`src/rtl/lpc_regs.svh`:
```
// constants of the lamp pwm and overload block: offsets, fields, resets, timing
// assumes a 125 MHz system clock and a word-wide register port
`ifndef LPC_REGS_SVH
`define LPC_REGS_SVH

`define LPC_CLK_HZ     125000000
`define LPC_PWM_HZ     4000
`define LPC_STEPS      256
`define LPC_PRESCALE   (`LPC_CLK_HZ / (`LPC_PWM_HZ * `LPC_STEPS))
`define LPC_PS_W       7
`define LPC_DUTY_W     8

`define LPC_A_CTRL     8'h00
`define LPC_A_DUTY     8'h04
`define LPC_A_RAMP     8'h08
`define LPC_A_THR      8'h0c
`define LPC_A_STAT     8'h10
`define LPC_A_INT      8'h14
`define LPC_A_MASK     8'h18
`define LPC_A_SAMP     8'h1c

`define LPC_CTRL_OFF   0
`define LPC_CTRL_POL   1

`define LPC_EV_OC      0
`define LPC_EV_FS      1
`define LPC_EV_LL      2
`define LPC_EV_CONV    3
`define LPC_EV_W       4

`define LPC_RST_CTRL   2'h0
`define LPC_RST_DUTY   8'h00
`define LPC_RST_RAMP   8'h01
`define LPC_RST_THR    8'h10
`define LPC_ADC_CHAN   3'h1
`define LPC_FLT_SHIFT  8

`endif

```
`src/rtl/lpc_pkg.sv`:
```
// types shared by the lamp pwm and overload block
// assumes lpc_regs.svh supplies the widths
`include "lpc_regs.svh"

package lpc_pkg;
    typedef logic [`LPC_DUTY_W-1:0] lpc_duty_t;
    typedef logic [`LPC_EV_W-1:0]   lpc_ev_t;
    typedef logic [15:0]            lpc_flt_t;
endpackage : lpc_pkg

```
`src/rtl/lpc_pwm_core.sv`:
```
// prescaler and left-aligned 8-bit pwm counter of the lamp channel
// assumes run is a same-clock level; duty is taken at each period start
`include "lpc_regs.svh"

module lpc_pwm_core (
    input  wire logic              clk,          // system clock
    input  wire logic              rst_b,        // sync reset, active low
    input  wire logic              run,          // counter advances while high
    input  wire lpc_pkg::lpc_duty_t duty,        // requested duty
    output logic                   active,       // active phase of the period
    output logic                   period_start  // one-cycle pulse at period start
);
    // ======================================================
    // prescaler and counter
    logic [`LPC_PS_W-1:0]    ps_r,   ps_nxt;
    lpc_pkg::lpc_duty_t      cnt_r,  cnt_nxt;
    lpc_pkg::lpc_duty_t      dbuf_r, dbuf_nxt;
    logic                    act_r,  act_nxt;
    logic                    st_r,   st_nxt;
    logic                    tick;

    always_comb
    begin
        ps_nxt   = ps_r;
        cnt_nxt  = cnt_r;
        dbuf_nxt = dbuf_r;
        st_nxt   = 1'b0;
        tick     = 1'b0;
        if (run)
        begin
            if (ps_r == `LPC_PS_W'(`LPC_PRESCALE - 1))
            begin
                ps_nxt = '0;
                tick   = 1'b1;
            end
            else
                ps_nxt = ps_r + `LPC_PS_W'(1);
        end
        if (tick)
        begin
            cnt_nxt = cnt_r + `LPC_DUTY_W'(1);
            if (cnt_r == '1)
            begin
                dbuf_nxt = duty;
                st_nxt   = 1'b1;
            end
        end
        // active from the period start until the compare match
        act_nxt = (cnt_nxt < dbuf_nxt);
    end

    always_ff @(posedge clk)
    begin
        if (!rst_b)
        begin
            ps_r   <= '0;
            cnt_r  <= '0;
            dbuf_r <= `LPC_RST_DUTY;
            act_r  <= 1'b0;
            st_r   <= 1'b0;
        end
        else
        begin
            ps_r   <= ps_nxt;
            cnt_r  <= cnt_nxt;
            dbuf_r <= dbuf_nxt;
            act_r  <= act_nxt;
            st_r   <= st_nxt;
        end
    end

    assign active       = act_r;
    assign period_start = st_r;
endmodule : lpc_pwm_core

```
`src/rtl/lpc_top.sv`:
```
// lamp pwm generator with overload shutdown, ramping and open-load check
// assumes an on-chip 8-bit converter on CLK; fault and comparator pins are asynchronous
`include "lpc_regs.svh"

module lpc_top (
    input  wire logic        CLK,          // system clock, 125 MHz
    input  wire logic        RST_B,        // sync reset, active low
    input  wire logic [7:0]  ADDR,         // register byte address
    input  wire logic [31:0] WDATA,        // write data
    input  wire logic        WR,           // write strobe
    input  wire logic        RD,           // read strobe
    output logic      [31:0] RDATA,        // read data, cycle after RD
    output logic             IRQ,          // level interrupt
    input  wire logic        STOP_MODE,    // device in stop state
    input  wire logic        SWITCH_FAULT_N, // switch fault line, active low, async
    input  wire logic        COMP_OVER,    // comparator: sense above reference, async
    output logic             LAMP_PWM,     // lamp channel pin
    output logic             CONV_TRIG,    // conversion trigger pulse
    output logic      [2:0]  CONV_CHAN,    // converter channel select
    input  wire logic        CONV_DONE,    // conversion result valid pulse
    input  wire logic [7:0]  CONV_DATA     // conversion result
);
    // ======================================================
    // pin synchronisers
    logic [1:0] fs_sync_r;
    logic [1:0] oc_sync_r;
    logic       fault_n_s;
    logic       over_s;

    always_ff @(posedge CLK)
    begin
        if (!RST_B)
        begin
            fs_sync_r <= 2'h3;
            oc_sync_r <= 2'h0;
        end
        else
        begin
            fs_sync_r <= {fs_sync_r[0], SWITCH_FAULT_N};
            oc_sync_r <= {oc_sync_r[0], COMP_OVER};
        end
    end

    // fault line resets to its idle high level, so no false failure follows reset
    assign fault_n_s = fs_sync_r[1];
    assign over_s    = oc_sync_r[1];

    // ======================================================
    // pwm core
    lpc_pkg::lpc_duty_t duty_app_r;
    logic               core_act;
    logic               core_start;

    // the core takes the duty only at its wrap, so a ramp step lands one period later
    lpc_pwm_core lpc_pwm_core_i (
        .clk          (CLK),
        .rst_b        (RST_B),
        .run          (!STOP_MODE),
        .duty         (duty_app_r),
        .active       (core_act),
        .period_start (core_start)
    );

    // ======================================================
    // registers, protection, ramp and diagnostics
    logic               off_r,      off_nxt;
    logic               pol_r,      pol_nxt;
    lpc_pkg::lpc_duty_t duty_cmd_r, duty_cmd_nxt;
    lpc_pkg::lpc_duty_t ramp_r,     ramp_nxt;
    lpc_pkg::lpc_duty_t thr_r,      thr_nxt;
    lpc_pkg::lpc_ev_t   ist_r,      ist_nxt;
    lpc_pkg::lpc_ev_t   mask_r,     mask_nxt;
    lpc_pkg::lpc_duty_t duty_app_nxt;
    lpc_pkg::lpc_duty_t div_r,      div_nxt;
    lpc_pkg::lpc_duty_t raw_r,      raw_nxt;
    lpc_pkg::lpc_flt_t  flt_r,      flt_nxt;
    logic               ll_r,       ll_nxt;
    logic               pend_r,     pend_nxt;
    logic               on_d_r,     on_d_nxt;
    logic               lamp_r,     lamp_nxt;
    logic               trig_r,     trig_nxt;
    logic [31:0]        rdata_r,    rdata_nxt;
    logic               force_off;
    logic               lamp_on;
    lpc_pkg::lpc_ev_t   ev;
    lpc_pkg::lpc_ev_t   w1c;

    // shutdown holds while either fault is present or the flag is set
    assign force_off = off_r || over_s || !fault_n_s;
    assign lamp_on   = core_act && !force_off;

    always_comb
    begin
        ev          = '0;
        w1c         = '0;
        off_nxt     = off_r;
        pol_nxt     = pol_r;
        duty_cmd_nxt = duty_cmd_r;
        ramp_nxt    = ramp_r;
        thr_nxt     = thr_r;
        mask_nxt    = mask_r;
        duty_app_nxt = duty_app_r;
        div_nxt     = div_r;
        raw_nxt     = raw_r;
        flt_nxt     = flt_r;
        ll_nxt      = ll_r;
        pend_nxt    = pend_r;

        // register writes
        if (WR)
        begin
            unique case (ADDR)
                `LPC_A_CTRL:
                begin
                    off_nxt = WDATA[`LPC_CTRL_OFF];
                    pol_nxt = WDATA[`LPC_CTRL_POL];
                end
                `LPC_A_DUTY: duty_cmd_nxt = WDATA[`LPC_DUTY_W-1:0];
                `LPC_A_RAMP: ramp_nxt     = WDATA[`LPC_DUTY_W-1:0];
                `LPC_A_THR:  thr_nxt      = WDATA[`LPC_DUTY_W-1:0];
                `LPC_A_INT:  w1c          = WDATA[`LPC_EV_W-1:0];
                `LPC_A_MASK: mask_nxt     = WDATA[`LPC_EV_W-1:0];
                default:     ;
            endcase
        end

        // faults set the off flag after the write, so a fault wins
        if (over_s)
        begin
            off_nxt        = 1'b1;
            ev[`LPC_EV_OC] = 1'b1;
        end
        if (!fault_n_s)
        begin
            off_nxt        = 1'b1;
            ev[`LPC_EV_FS] = 1'b1;
        end

        // soft start: applied duty restarts from zero after any shutdown
        if (force_off)
        begin
            duty_app_nxt = '0;
            div_nxt      = '0;
        end
        else if (core_start)
        begin
            if (duty_app_r == duty_cmd_r)
                div_nxt = '0;
            else if (div_r + `LPC_DUTY_W'(1) >= ramp_r)
            begin
                div_nxt = '0;
                if (duty_app_r < duty_cmd_r)
                    duty_app_nxt = duty_app_r + `LPC_DUTY_W'(1);
                else
                    duty_app_nxt = duty_app_r - `LPC_DUTY_W'(1);
            end
            else
                div_nxt = div_r + `LPC_DUTY_W'(1);
        end

        if (trig_nxt)
            pend_nxt = 1'b1;
        // results are taken only for a triggered conversion
        if (CONV_DONE && pend_r)
        begin
            pend_nxt         = 1'b0;
            raw_nxt          = CONV_DATA;
            flt_nxt          = flt_r - (flt_r >> `LPC_FLT_SHIFT) + {8'h00, CONV_DATA};
            ev[`LPC_EV_CONV] = 1'b1;
            // evaluate only while the load is driven
            if (!force_off && duty_app_r != '0)
                ll_nxt = (flt_nxt[15:8] < thr_r);
        end
        if (ll_nxt && !ll_r)
            ev[`LPC_EV_LL] = 1'b1;

        // sticky status: a new event wins over a clearing write
        ist_nxt = (ist_r & ~w1c) | ev;
    end

    always_ff @(posedge CLK)
    begin
        if (!RST_B)
        begin
            off_r      <= 1'(`LPC_RST_CTRL >> `LPC_CTRL_OFF);
            pol_r      <= 1'b0;
            duty_cmd_r <= `LPC_RST_DUTY;
            ramp_r     <= `LPC_RST_RAMP;
            thr_r      <= `LPC_RST_THR;
            ist_r      <= '0;
            mask_r     <= '0;
            duty_app_r <= `LPC_RST_DUTY;
            div_r      <= '0;
            raw_r      <= '0;
            flt_r      <= '0;
            ll_r       <= 1'b0;
            pend_r     <= 1'b0;
        end
        else
        begin
            off_r      <= off_nxt;
            pol_r      <= pol_nxt;
            duty_cmd_r <= duty_cmd_nxt;
            ramp_r     <= ramp_nxt;
            thr_r      <= thr_nxt;
            ist_r      <= ist_nxt;
            mask_r     <= mask_nxt;
            duty_app_r <= duty_app_nxt;
            div_r      <= div_nxt;
            raw_r      <= raw_nxt;
            flt_r      <= flt_nxt;
            ll_r       <= ll_nxt;
            pend_r     <= pend_nxt;
        end
    end

    // ======================================================
    // pin output and conversion trigger
    always_comb
    begin
        // conversion start on the rising edge of the channel output
        trig_nxt = lamp_on && !on_d_r;
        on_d_nxt = lamp_on;
        // pin output: inverted polarity idles high
        lamp_nxt = pol_r ? lamp_on : !lamp_on;
    end

    // pin and trigger are registered together, so the trigger sits on the pin edge
    always_ff @(posedge CLK)
    begin
        if (!RST_B)
        begin
            on_d_r <= 1'b0;
            lamp_r <= 1'b1;
            trig_r <= 1'b0;
        end
        else
        begin
            on_d_r <= on_d_nxt;
            lamp_r <= lamp_nxt;
            trig_r <= trig_nxt;
        end
    end

    // ======================================================
    // register read port
    always_comb
    begin
        rdata_nxt = '0;
        // status bits show the synchronised pin levels, not the latched off flag
        if (RD)
        begin
            unique case (ADDR)
                `LPC_A_CTRL: rdata_nxt = {30'h0, pol_r, off_r};
                `LPC_A_DUTY: rdata_nxt = {24'h0, duty_cmd_r};
                `LPC_A_RAMP: rdata_nxt = {24'h0, ramp_r};
                `LPC_A_THR:  rdata_nxt = {24'h0, thr_r};
                `LPC_A_STAT: rdata_nxt = {20'h0, !fault_n_s, over_s, ll_r, pend_r,
                                          duty_app_r};
                `LPC_A_INT:  rdata_nxt = {28'h0, ist_r};
                `LPC_A_MASK: rdata_nxt = {28'h0, mask_r};
                `LPC_A_SAMP: rdata_nxt = {8'h0, flt_r, raw_r};
                default:     rdata_nxt = '0;
            endcase
        end
    end

    // read data stands one cycle after the strobe, then drops to zero
    always_ff @(posedge CLK)
    begin
        if (!RST_B)
            rdata_r <= '0;
        else
            rdata_r <= rdata_nxt;
    end

    // ======================================================
    // outputs
    assign RDATA     = rdata_r;
    // level interrupt from registered status and mask
    assign IRQ       = |(ist_r & mask_r);
    assign LAMP_PWM  = lamp_r;
    assign CONV_TRIG = trig_r;
    assign CONV_CHAN = `LPC_ADC_CHAN;
endmodule : lpc_top

```
`config.mk`:
```
export PLATFORM = sky130hd
export DESIGN_NAME = lpc_top
export DESIGN_NICKNAME = d
export VERILOG_FILES = /design/src/rtl/lpc_pkg.sv /design/src/rtl/lpc_pwm_core.sv /design/src/rtl/lpc_top.sv
export VERILOG_INCLUDE_DIRS = /design/src /design/src/rtl
export SDC_FILE = /design/constraint.sdc
export NUM_CORES = 1
export LEC_CHECK = 0
export BUFFER_PORTS_ARGS = -buffer_cell sky130_fd_sc_hd__buf_2
export CAP_MARGIN = 20
export CORE_MARGIN = 2
export CORE_UTILIZATION = 25
export DETAILED_ROUTE_END_ITERATION = 8
export PLACE_DENSITY = 0.45
export SLEW_MARGIN = 0
export SYNTH_ARGS = -nofsm -noshare
export SYNTH_HDL_FRONTEND = slang
export SYNTH_SLANG_ARGS = --single-unit
```
`constraint.sdc`:
```
create_clock -name CLK -period 3.8 [get_ports CLK]
set_clock_uncertainty 0.2 [all_clocks]
set_input_delay 0.38 -clock CLK [delete_from_list [all_inputs] [get_ports CLK]]
set_output_delay 0.38 -clock CLK [all_outputs]
set_load 0.01 [all_outputs]
```
==> results of run 1 <==
[timing repair]
action                                  4_1_cts  5_1_grt
pin swaps                                     8        9
hold buffers                                  2        0
endpoints found under the setup margin        2        2
hold endpoints to repair                      2        0
resized for setup                            15       21
setup buffers                                 3        2
[area by class of cell]
cell class / instances / share of cell area, %
Clock buffer: 19 / 4.95
Tap cell: 384 / 5.25
Sequential cell: 132 / 28.9
Clock inverter: 11 / 1.15
Timing Repair Buffer: 130 / 9.13
Inverter: 73 / 2.99
Multi-Input combinational cell: 637 / 47.6
[per-layer routing]
metal  vias up  GRT usage (%)  wire (um)
met5         -              0          0
met4         0           4.59        285
met3        16           2.76        888
met2       134           21.5       9050
met1      2933           19.1      10200
li1       3229              -          -
[cells in the mapped netlist, drive strengths merged, types with 2 or more instances]
master and n:
a211oi 8, a211o 3, inv 73, or3 8, and2 32, nor2b 5
o211ai 5, ha 56, o211a 3, a21oi 79, and4 2, a21o 14
o21ai 22, dfxtp 132, or2 4, a221oi 5, conb 2, a222oi 2
clkbuf 25, mux2i 14, nor4 4, nand2b 14, nand4 9, o21a 4
buf 12, nor3 17, fa 9, xnor2 20, nor2 53, o21bai 3
nand2 120, nand3 41, xor2 11, a2111oi 3, a22o 2, a31oi 10
nand3b 2, a22oi 20, and3 8, and2b 2
[where the power goes]
part | internal, mW | switching, mW | total, mW
combinational | 0.128 | 0.154 | 0.282
clock | 0.929 | 0.643 | 1.57
sequential | 1.39 | 0.00713 | 1.40
total | 2.45 | 0.804 | 3.25
[cell families after synthesis]
logic type / synth area share (%)
compound gates: 16.8
flops: 36.5
simple gates: 22.1
mux: 2.09
fa+ha+maj: 12.2
buf+inv: 6.38
xor+xnor: 3.75
other cells: 0.104
[sequential cells by signal (all words and copies together) (netlist names), 2 cells and up]
signal,cells
duty_cmd_r,8
lpc_pwm_core_i.cnt_r,8
lpc_pwm_core_i.ps_r,7
RDATA,24
mask_r,4
thr_r,8
fs_sync_r,2
flt_r,16
lpc_pwm_core_i.dbuf_r,8
ramp_r,8
div_r,8
raw_r,8
ist_r,4
oc_sync_r,2
duty_app_r,8
[per-stage QoR]
step | instance area, sq um | cells | hold WS, ns | TNS [ns] | power, mW
3_5_place_dp | 8350 | 1349 | 0.232 | -0.840 | 1.67
6_report | 9150 | 1386 | 0.0170 | -0.0282 | 3.25
2_1_floorplan | 7270 | 879 | 0.186 | 0 | 1.56
4_1_cts | 9010 | 1384 | 0.00349 | -0.0542 | 3.27
5_1_grt | 9150 | 1386 | 0.0281 | -0.218 | 3.39
3_3_place_gp | 8350 | 1349 | 0.206 | -0.478 | 1.67
[critical path, delay by kind of cell (launching register included)]
family | cells | cell delay (ns)
AND/OR/NAND/NOR | 4 | 0.83
XOR/XNOR | 1 | 0.19
buffers and inverters | 3 | 0.25
adder cells (fa/ha/maj) | 3 | 1.04
AO/OA/AOI/OAI | 6 | 0.96
flip-flops | 1 | 0.33
[worst paths after layout]
check | start | to | slack (ns)
setup / recovery | flt_r[4]$_SDFFE_PN0P_ | ist_r[2]$_SDFF_PN0_ | -0.03
hold / removal | CONV_DATA[0] | raw_r[0]$_SDFFE_PN0P_ | 0.02
hold reg to reg | fs_sync_r[0]$_SDFF_PN1_ | fs_sync_r[1]$_SDFF_PN1_ | 0.24
setup reg to reg | flt_r[4]$_SDFFE_PN0P_ | ist_r[2]$_SDFF_PN0_ | -0.03
==> tab_implementation.tex, run 1 <==
\begin{tabular}{lr}
\hline
Metric & Value \\
\hline
\multicolumn{2}{l}{\textbf{Timing}} \\
\quad RSZ-0062 raised after global routing & yes \\
\quad Final WS setup & -0.0282 ns \\
\quad Max-Slew Margin vs Limit & roughly half \\
\quad Finish-stage setup viols & 1 \\
\quad Final Cycle Share & 101\% \\
\quad Final slew viol count & 0 \\
\quad Achievable clock frequency & 0.261 GHz \\
\quad Fin crit period & 3.83 ns \\
\quad Measured slew at the worst slew-check pin & 0.759 ns \\
\quad Hold Violations, Final & 0 \\
\multicolumn{2}{l}{\textbf{Logic synthesis}} \\
\quad EDFF count, synth & 0 \\
\quad Top cells by area in the synthesized netlist & dfxtp\_1 37\%, ha\_1 9.7\%, nand2\_1 6.2\% \\
\quad Post-Syn Area & 7230 sq um \\
\quad Biggest area consumer among synthesized cells & dfxtp\_1 \\
\quad Post-synthesis sequential area ratio & a little over a third \\
\quad Count of unique library cells instantiated by Yosys & 62 \\
\quad Prevailing post-synth register cell & dfxtp\_1 \\
\quad Flip-flop and latch count after synthesis & between 100 and 150 \\
\quad Share of synthesized registers carrying an async set or reset & 0\% \\
\quad Proportion of netlist area held by the largest area contributor & a little over a third \\
\quad Mean instance size in the synthesized netlist & 8.32 sq um \\
\quad Warnings, synthesis & 0 \\
\quad Cells after synthesis & between 800 and 900 \\
\multicolumn{2}{l}{\textbf{GRT}} \\
\quad Number of global-route vias before repair & 6066 \\
\quad Global-route wire length before repair & 33.0 mm \\
\quad Total track usage & between 10\% and 20\% \\
\quad Number of antenna violations at the first check in global routing & 0 \\
\quad Overflow after GRT & 0 \\
\quad Pin count of the biggest net entering global routing & 40 \\
\multicolumn{2}{l}{\textbf{Route}} \\
\quad Routed WL per cell & 14.7 um \\
\quad Final routed DRC violation total & 0 \\
\quad Routed vias & approximately 6300 \\
\quad Vias/cell & 4.55 \\
\quad Violation count after the first detailed-routing iteration & 361 \\
\quad Post-detailed-routing wire length & 20.4 mm \\
\quad Number of optimization iterations in the first detailed-route pass & 5 \\
\quad Post-route ant nets & 0 \\
\multicolumn{2}{l}{\textbf{Critical path}} \\
\quad WS Path Type & reg -> reg \\
\quad Endpoint arrival time on the critical path & 3.99 ns \\
\quad Series of cell instances along the critical path & inv\_1, fa\_1, inv\_2, ha\_4, buf\_4, a21o\_1, nand2\_1, and3\_4, o21ai\_4, o41ai\_2, xnor2\_1, ha\_1, a21oi\_1, nor2b\_1, or4\_1, a21oi\_2, o21a\_1 \\
\quad Cell with the biggest individual delay on the critical path & fa\_1 \\
\quad Critical path peak fanout & 5 \\
\quad Worst endpoint required time & 3.96 ns \\
\quad Critical Path Sink Type & flop \\
\quad Worst-case reg-to-reg path depth & 17 \\
\quad Crit path launch type & flop \\
\quad Largest incremental delay on the critical path & 0.51 ns \\
\multicolumn{2}{l}{\textbf{Finish}} \\
\quad Fraction of layout cells with a size suffix above 1 & 20.8\% \\
\quad Commonest non-fill, non-tap cell in the layout & dfxtp\_1 \\
\quad Area of combinational cells with multiple inputs & roughly 4400 sq um \\
\quad Layout fillers & around 3000 \\
\quad Utilization after layout & 32.0\% \\
\quad Most frequent cells in the layout & 130 x dfxtp\_1, 120 x nand2\_1, 78 x a21oi\_1, 71 x inv\_1, 70 x buf\_4 \\
\quad Area growth, synth to finish & 26.5\% \\
\quad Number of nets in the finished design & about 1100 \\
\quad Antenna cells & 0 \\
\quad Footprint of the flip-flops and latches & 2650 sq um \\
\multicolumn{2}{l}{\textbf{Floorplanning}} \\
\quad Standard cell core area & 28600 sq um \\
\quad Std-Cell Rows & 62 \\
\quad Count of boundary I/O pins & 94 \\
\quad Horizontal die dimension & 174 um \\
\quad Effective utilization at floorplan & 25.3\% \\
\quad Vertical die dimension & 174 um \\
\quad Overall die area & 30300 sq um \\
\multicolumn{2}{l}{\textbf{Clocking}} \\
\quad Clock Root Buffer & clkbuf\_16 \\
\quad Clock H-tree levels & 4 \\
\quad CTS tree & done \\
\quad Clock-pin transition on the worst setup and hold timing paths & around 0.070 ns \\
\quad Clock Tree Buf Depth & 2 \\
\quad Number of clock sinks & between 100 and 150 \\
\quad Source-to-sink clock delay at the later pin of the worst-skew pair & 0.42 ns \\
\quad Number of clock buffers inserted by TritonCTS & 17 \\
\multicolumn{2}{l}{\textbf{Hold path}} \\
\quad Path class of the lowest-slack min-delay path & in -> reg \\
\quad Worst hold path depth & 3 \\
\multicolumn{2}{l}{\textbf{Placed design}} \\
\quad Worst Setup Slack post-DPL & -0.437 ns \\
\quad Buffers added on ports & 58 \\
\quad RD Place Congestion & 0.811 \\
\quad DPL Wire Length & around 15 mm \\
\multicolumn{2}{l}{\textbf{Run status}} \\
\quad Violated checks & setup timing \\
\quad Run status & complete, but fails checks \\
\multicolumn{2}{l}{\textbf{Flow run}} \\
\quad Number of violations of the max-capacitance limit & 0 \\
\multicolumn{2}{l}{\textbf{Power and ir drop}} \\
\quad Leakage dissipation & 3.69 nW \\
\quad Max VDD drop & 0.305 mV \\
\quad Power density relative to cell area & $\sim$360 nW/um\^{}2 \\
\hline
\end{tabular}
Power figures use the tool's default switching activity.
==> run 2: changes to the inputs <==
--- a/config.mk
+++ b/config.mk
@@ -12,6 +12,7 @@
 export CORE_UTILIZATION = 25
 export DETAILED_ROUTE_END_ITERATION = 8
 export PLACE_DENSITY = 0.45
+export SETUP_SLACK_MARGIN = 0.2
 export SLEW_MARGIN = 0
 export SYNTH_ARGS = -nofsm -noshare
 export SYNTH_HDL_FRONTEND = slang
==> tab_implementation.tex, run 2 (same netlist as run 1, synthesis figures left out) <==
\begin{tabular}{lr}
\hline
Metric & Value \\
\hline
\multicolumn{2}{l}{\textbf{Timing}} \\
\quad Final Cycle Share & 98.1\% (was 101\%) \\
\quad Final WS setup & 0.0721 ns (was -0.0282 ns) \\
\quad Final slew viol count & 0 (unchanged) \\
\quad Hold Violations, Final & 0 (unchanged) \\
\quad Finish-stage setup viols & 0 (was 1) \\
\quad Achievable clock frequency & 0.268 GHz (was 0.261 GHz) \\
\quad RSZ-0062 raised after global routing & yes (unchanged) \\
\quad Max-Slew Margin vs Limit & 32.3\% (was 49.4\%) \\
\quad Measured slew at the worst slew-check pin & 1.01 ns (was 0.759 ns) \\
\quad Fin crit period & 3.73 ns (was 3.83 ns) \\
\multicolumn{2}{l}{\textbf{Placed design}} \\
\quad Count of placed standard cells including taps & 1341 (was 1349) \\
\quad Buffers added on ports & 58 (unchanged) \\
\quad Worst Setup Slack post-DPL & -0.241 ns (was -0.437 ns) \\
\quad RD Place Congestion & 0.802 (was 0.811) \\
\quad DPL Wire Length & 15.4 mm (was 15.5 mm) \\
\multicolumn{2}{l}{\textbf{GRT}} \\
\quad Overflow after GRT & 0 (unchanged) \\
\quad Number of antenna violations at the first check in global routing & 0 (unchanged) \\
\quad Number of global-route vias before repair & 6033 (was 6066) \\
\quad Pin count of the biggest net entering global routing & 28 (was 40) \\
\quad Total track usage & 13.7\% (was 13.8\%) \\
\quad Global-route wire length before repair & 32.9 mm (was 33.0 mm) \\
\multicolumn{2}{l}{\textbf{Power and ir drop}} \\
\quad Leakage dissipation & 3.78 nW (was 3.69 nW) \\
\quad Power density relative to cell area & 387 nW/um\^{}2 (was 355 nW/um\^{}2) \\
\quad Max VDD drop & 0.262 mV (was 0.305 mV) \\
\multicolumn{2}{l}{\textbf{Critical path}} \\
\quad Critical path peak fanout & 3 (was 5) \\
\quad Crit path launch type & flop (unchanged) \\
\quad Series of cell instances along the critical path & inv\_2, ha\_4, inv\_2, ha\_2, inv\_2, fa\_2, nor2b\_4, o2111ai\_2, and3\_4, o21ai\_4, o41ai\_4, xnor2\_1, ha\_1, a21oi\_2, nor2b\_2, or4\_4, a21oi\_2, o21a\_1 (was inv\_1, fa\_1, inv\_2, ha\_4, buf\_4, a21o\_1, nand2\_1, and3\_4, o21ai\_4, o41ai\_2, xnor2\_1, ha\_1, a21oi\_1, nor2b\_1, or4\_1, a21oi\_2, o21a\_1) \\
\quad Most used cell, CP & inv\_2 \\
\quad Crit Reg-Reg Startpoint & flt\_r[0]\$\_SDFFE\_PN0P\_ (was flt\_r[4]\$\_SDFFE\_PN0P\_) \\
\quad Worst endpoint required time & 3.95 ns (was 3.96 ns) \\
\quad Worst-case reg-to-reg path depth & 18 (was 17) \\
\quad Cell with the biggest individual delay on the critical path & or4\_4 (was fa\_1) \\
\quad Endpoint of the most critical register-to-register path & ist\_r[2]\$\_SDFF\_PN0\_ (unchanged) \\
\quad Endpoint arrival time on the critical path & 3.88 ns (was 3.99 ns) \\
\quad WS Path Type & reg -> reg (unchanged) \\
\quad Critical Path Sink Type & flop (unchanged) \\
\quad Largest incremental delay on the critical path & 0.48 ns (was 0.51 ns) \\
\quad Register-to-register path setup slack & 0.07 ns (was -0.03 ns) \\
\multicolumn{2}{l}{\textbf{Floorplanning}} \\
\quad Standard cell core area & 28600 sq um (unchanged) \\
\quad Std-Cell Rows & 62 (unchanged) \\
\quad Count of boundary I/O pins & 94 (unchanged) \\
\quad Horizontal die dimension & 174 um (unchanged) \\
\quad Effective utilization at floorplan & 25.3\% (unchanged) \\
\quad Vertical die dimension & 174 um (unchanged) \\
\quad Overall die area & 30300 sq um (unchanged) \\
\multicolumn{2}{l}{\textbf{Route}} \\
\quad Post-detailed-routing wire length & 20.5 mm (was 20.4 mm) \\
\quad Final routed DRC violation total & 0 (unchanged) \\
\quad Number of optimization iterations in the first detailed-route pass & 5 (unchanged) \\
\quad Violation count after the first detailed-routing iteration & 392 (was 361) \\
\quad Post-route ant nets & 0 (unchanged) \\
\quad Vias/cell & 4.54 (was 4.55) \\
\quad Routed vias & 6300 (was 6312) \\
\quad Routed WL per cell & 14.8 um (was 14.7 um) \\
\multicolumn{2}{l}{\textbf{Clocking}} \\
\quad Clock-pin transition on the worst setup and hold timing paths & 0.06 ns (was 0.07 ns) \\
\quad Number of clock buffers inserted by TritonCTS & 17 (unchanged) \\
\quad \# hold bufs at CTS & 0 (was 2) \\
\quad Source-to-sink clock delay at the later pin of the worst-skew pair & 0.42 ns (about the same) \\
\quad Clock H-tree levels & 4 (unchanged) \\
\quad Clock Tree Buf Depth & 2 (unchanged) \\
\quad Clock Root Buffer & clkbuf\_16 (unchanged) \\
\quad Number of clock sinks & 132 (unchanged) \\
\quad CTS tree & done (unchanged) \\
\multicolumn{2}{l}{\textbf{Finish}} \\
\quad Number of nets in the finished design & 1111 (was 1112) \\
\quad Fraction of layout cells with a size suffix above 1 & 22.9\% (was 20.8\%) \\
\quad Antenna cells & 0 (unchanged) \\
\quad Commonest non-fill, non-tap cell in the layout & dfxtp\_1 (unchanged) \\
\quad Layout fillers & 3042 (was 3048) \\
\quad Flip-flop count of the largest register after layout & 24 (unchanged) \\
\quad Most frequent cells in the layout & 126 x dfxtp\_1, 120 x nand2\_1, 76 x a21oi\_1, 71 x buf\_4, 66 x inv\_1 (was 130 x dfxtp\_1, 120 x nand2\_1, 78 x a21oi\_1, 71 x inv\_1, 70 x buf\_4) \\
\quad Post-route insts no fill & 1387 (was 1386) \\
\quad Area growth, synth to finish & 29.2\% (was 26.5\%) \\
\multicolumn{2}{l}{\textbf{Hold path}} \\
\quad Path class of the lowest-slack min-delay path & in -> reg (unchanged) \\
\quad Hold Startpoint & SWITCH\_FAULT\_N (was CONV\_DATA[0]) \\
\quad Worst hold path depth & 2 (was 3) \\
\quad Sink of the worst hold path & fs\_sync\_r[0]\$\_SDFF\_PN1\_ (was raw\_r[0]\$\_SDFFE\_PN0P\_) \\
\multicolumn{2}{l}{\textbf{Flow run}} \\
\quad Number of violations of the max-capacitance limit & 0 (unchanged) \\
\multicolumn{2}{l}{\textbf{Run status}} \\
\quad Run status & finished clean (was complete, but fails checks) \\
\hline
\end{tabular}
==> run 2: cell types whose count changed in the layout (fill, tap and decap cells not counted), moves of 3 or more <==
cell / previous run / this run
bufinv_16: 1 / 6
inv_1: 71 / 66
clkinvlp_4: 4 / 1
dfxtp_1: 130 / 126
dfxtp_2: 2 / 6
inv_2: 2 / 7
==> run 2: worst max-delay path by stage <==
stage / depth (start not counted) / slack [ns] / end / startpoint
6_report: 18 / 0.07 / ist_r[2]$_SDFF_PN0_ / flt_r[0]$_SDFFE_PN0P_
5_1_grt: 16 / -0.15 / ist_r[2]$_SDFF_PN0_ / flt_r[6]$_SDFFE_PN0P_
4_1_cts: 16 / -0.02 / ist_r[2]$_SDFF_PN0_ / flt_r[1]$_SDFFE_PN0P_
3_5_place_dp: 15 / -0.24 / ll_r$_SDFF_PN0_ / CONV_DATA[7]
3_3_place_gp: 17 / -0.15 / ist_r[2]$_SDFF_PN0_ / CONV_DATA[6]
2_1_floorplan: 16 / 0.18 / ist_r[2]$_SDFF_PN0_ / CONV_DATA[2]
==> run 2: layout make-up <==
class,instances,area (sq um),area share (%)
Clock buffer,20,467,4.99
Clock inverter,12,224,2.40
Inverter,73,274,2.93
Multi-Input combinational cell,637,4430,47.4
Sequential cell,132,2650,28.4
Tap cell,384,480,5.14
Timing Repair Buffer,129,823,8.81
==> run 2: power by group <==
part | switching [mW] | internal (mW) | total, mW | leakage, nW
combinational | 0.156 | 0.128 | 0.284 | 2.38
clock | 0.649 | 1.29 | 1.94 | 0.337
sequential | 0.00673 | 1.39 | 1.40 | 1.07
total | 0.812 | 2.80 | 3.62 | 3.78
==> run 2: layer usage <==
metal | vias up | GRT usage, % | share of wire, %
met3 | 18 | 2.30 | 4.0
li1 | 3218 | - | -
met4 | 0 | 4.48 | 1.5
met2 | 123 | 21.7 | 45
met5 | - | 0 | 0
met1 | 2941 | 19.0 | 50
==> run 2: what timing repair did <==
item / 4_1_cts / 5_1_grt
resized for setup: 14 / 33
buffers inserted: 6 / 8
pin swaps: 12 / 25
cloned: 0 / 0
endpoints found under the setup margin: 2 / 2
==> run 2: worst max-delay path, delay by kind of cell, from the launching register on <==
kind	cells	cell delay, ns
adder cells (fa/ha/maj)	4	1.08
AND/OR/NAND/NOR	4	0.86
AO/OA/AOI/OAI	6	0.83
flip-flops	1	0.34
XOR/XNOR	1	0.23
buffers and inverters	3	0.12
==> run 2: through the flow <==
| step | setup TNS [ns] | util (%) | instance area, sq um | hold slack, ns | total power, mW |
|---|---|---|---|---|---|
| after detailed placement | -0.457 | 29.2 | 8350 | 0.196 | 1.67 |
| after global routing | -0.224 | 32.7 | 9350 | 0.0184 | 3.75 |
| after floorplan | 0 | - | 7340 | 0.186 | 1.58 |
| after CTS | -0.0159 | 32.0 | 9150 | 0.00680 | 3.64 |
| final | 0 | 32.7 | 9350 | 0.0311 | 3.62 |
| after global placement | -0.275 | 29.2 | 8350 | 0.193 | 1.67 |
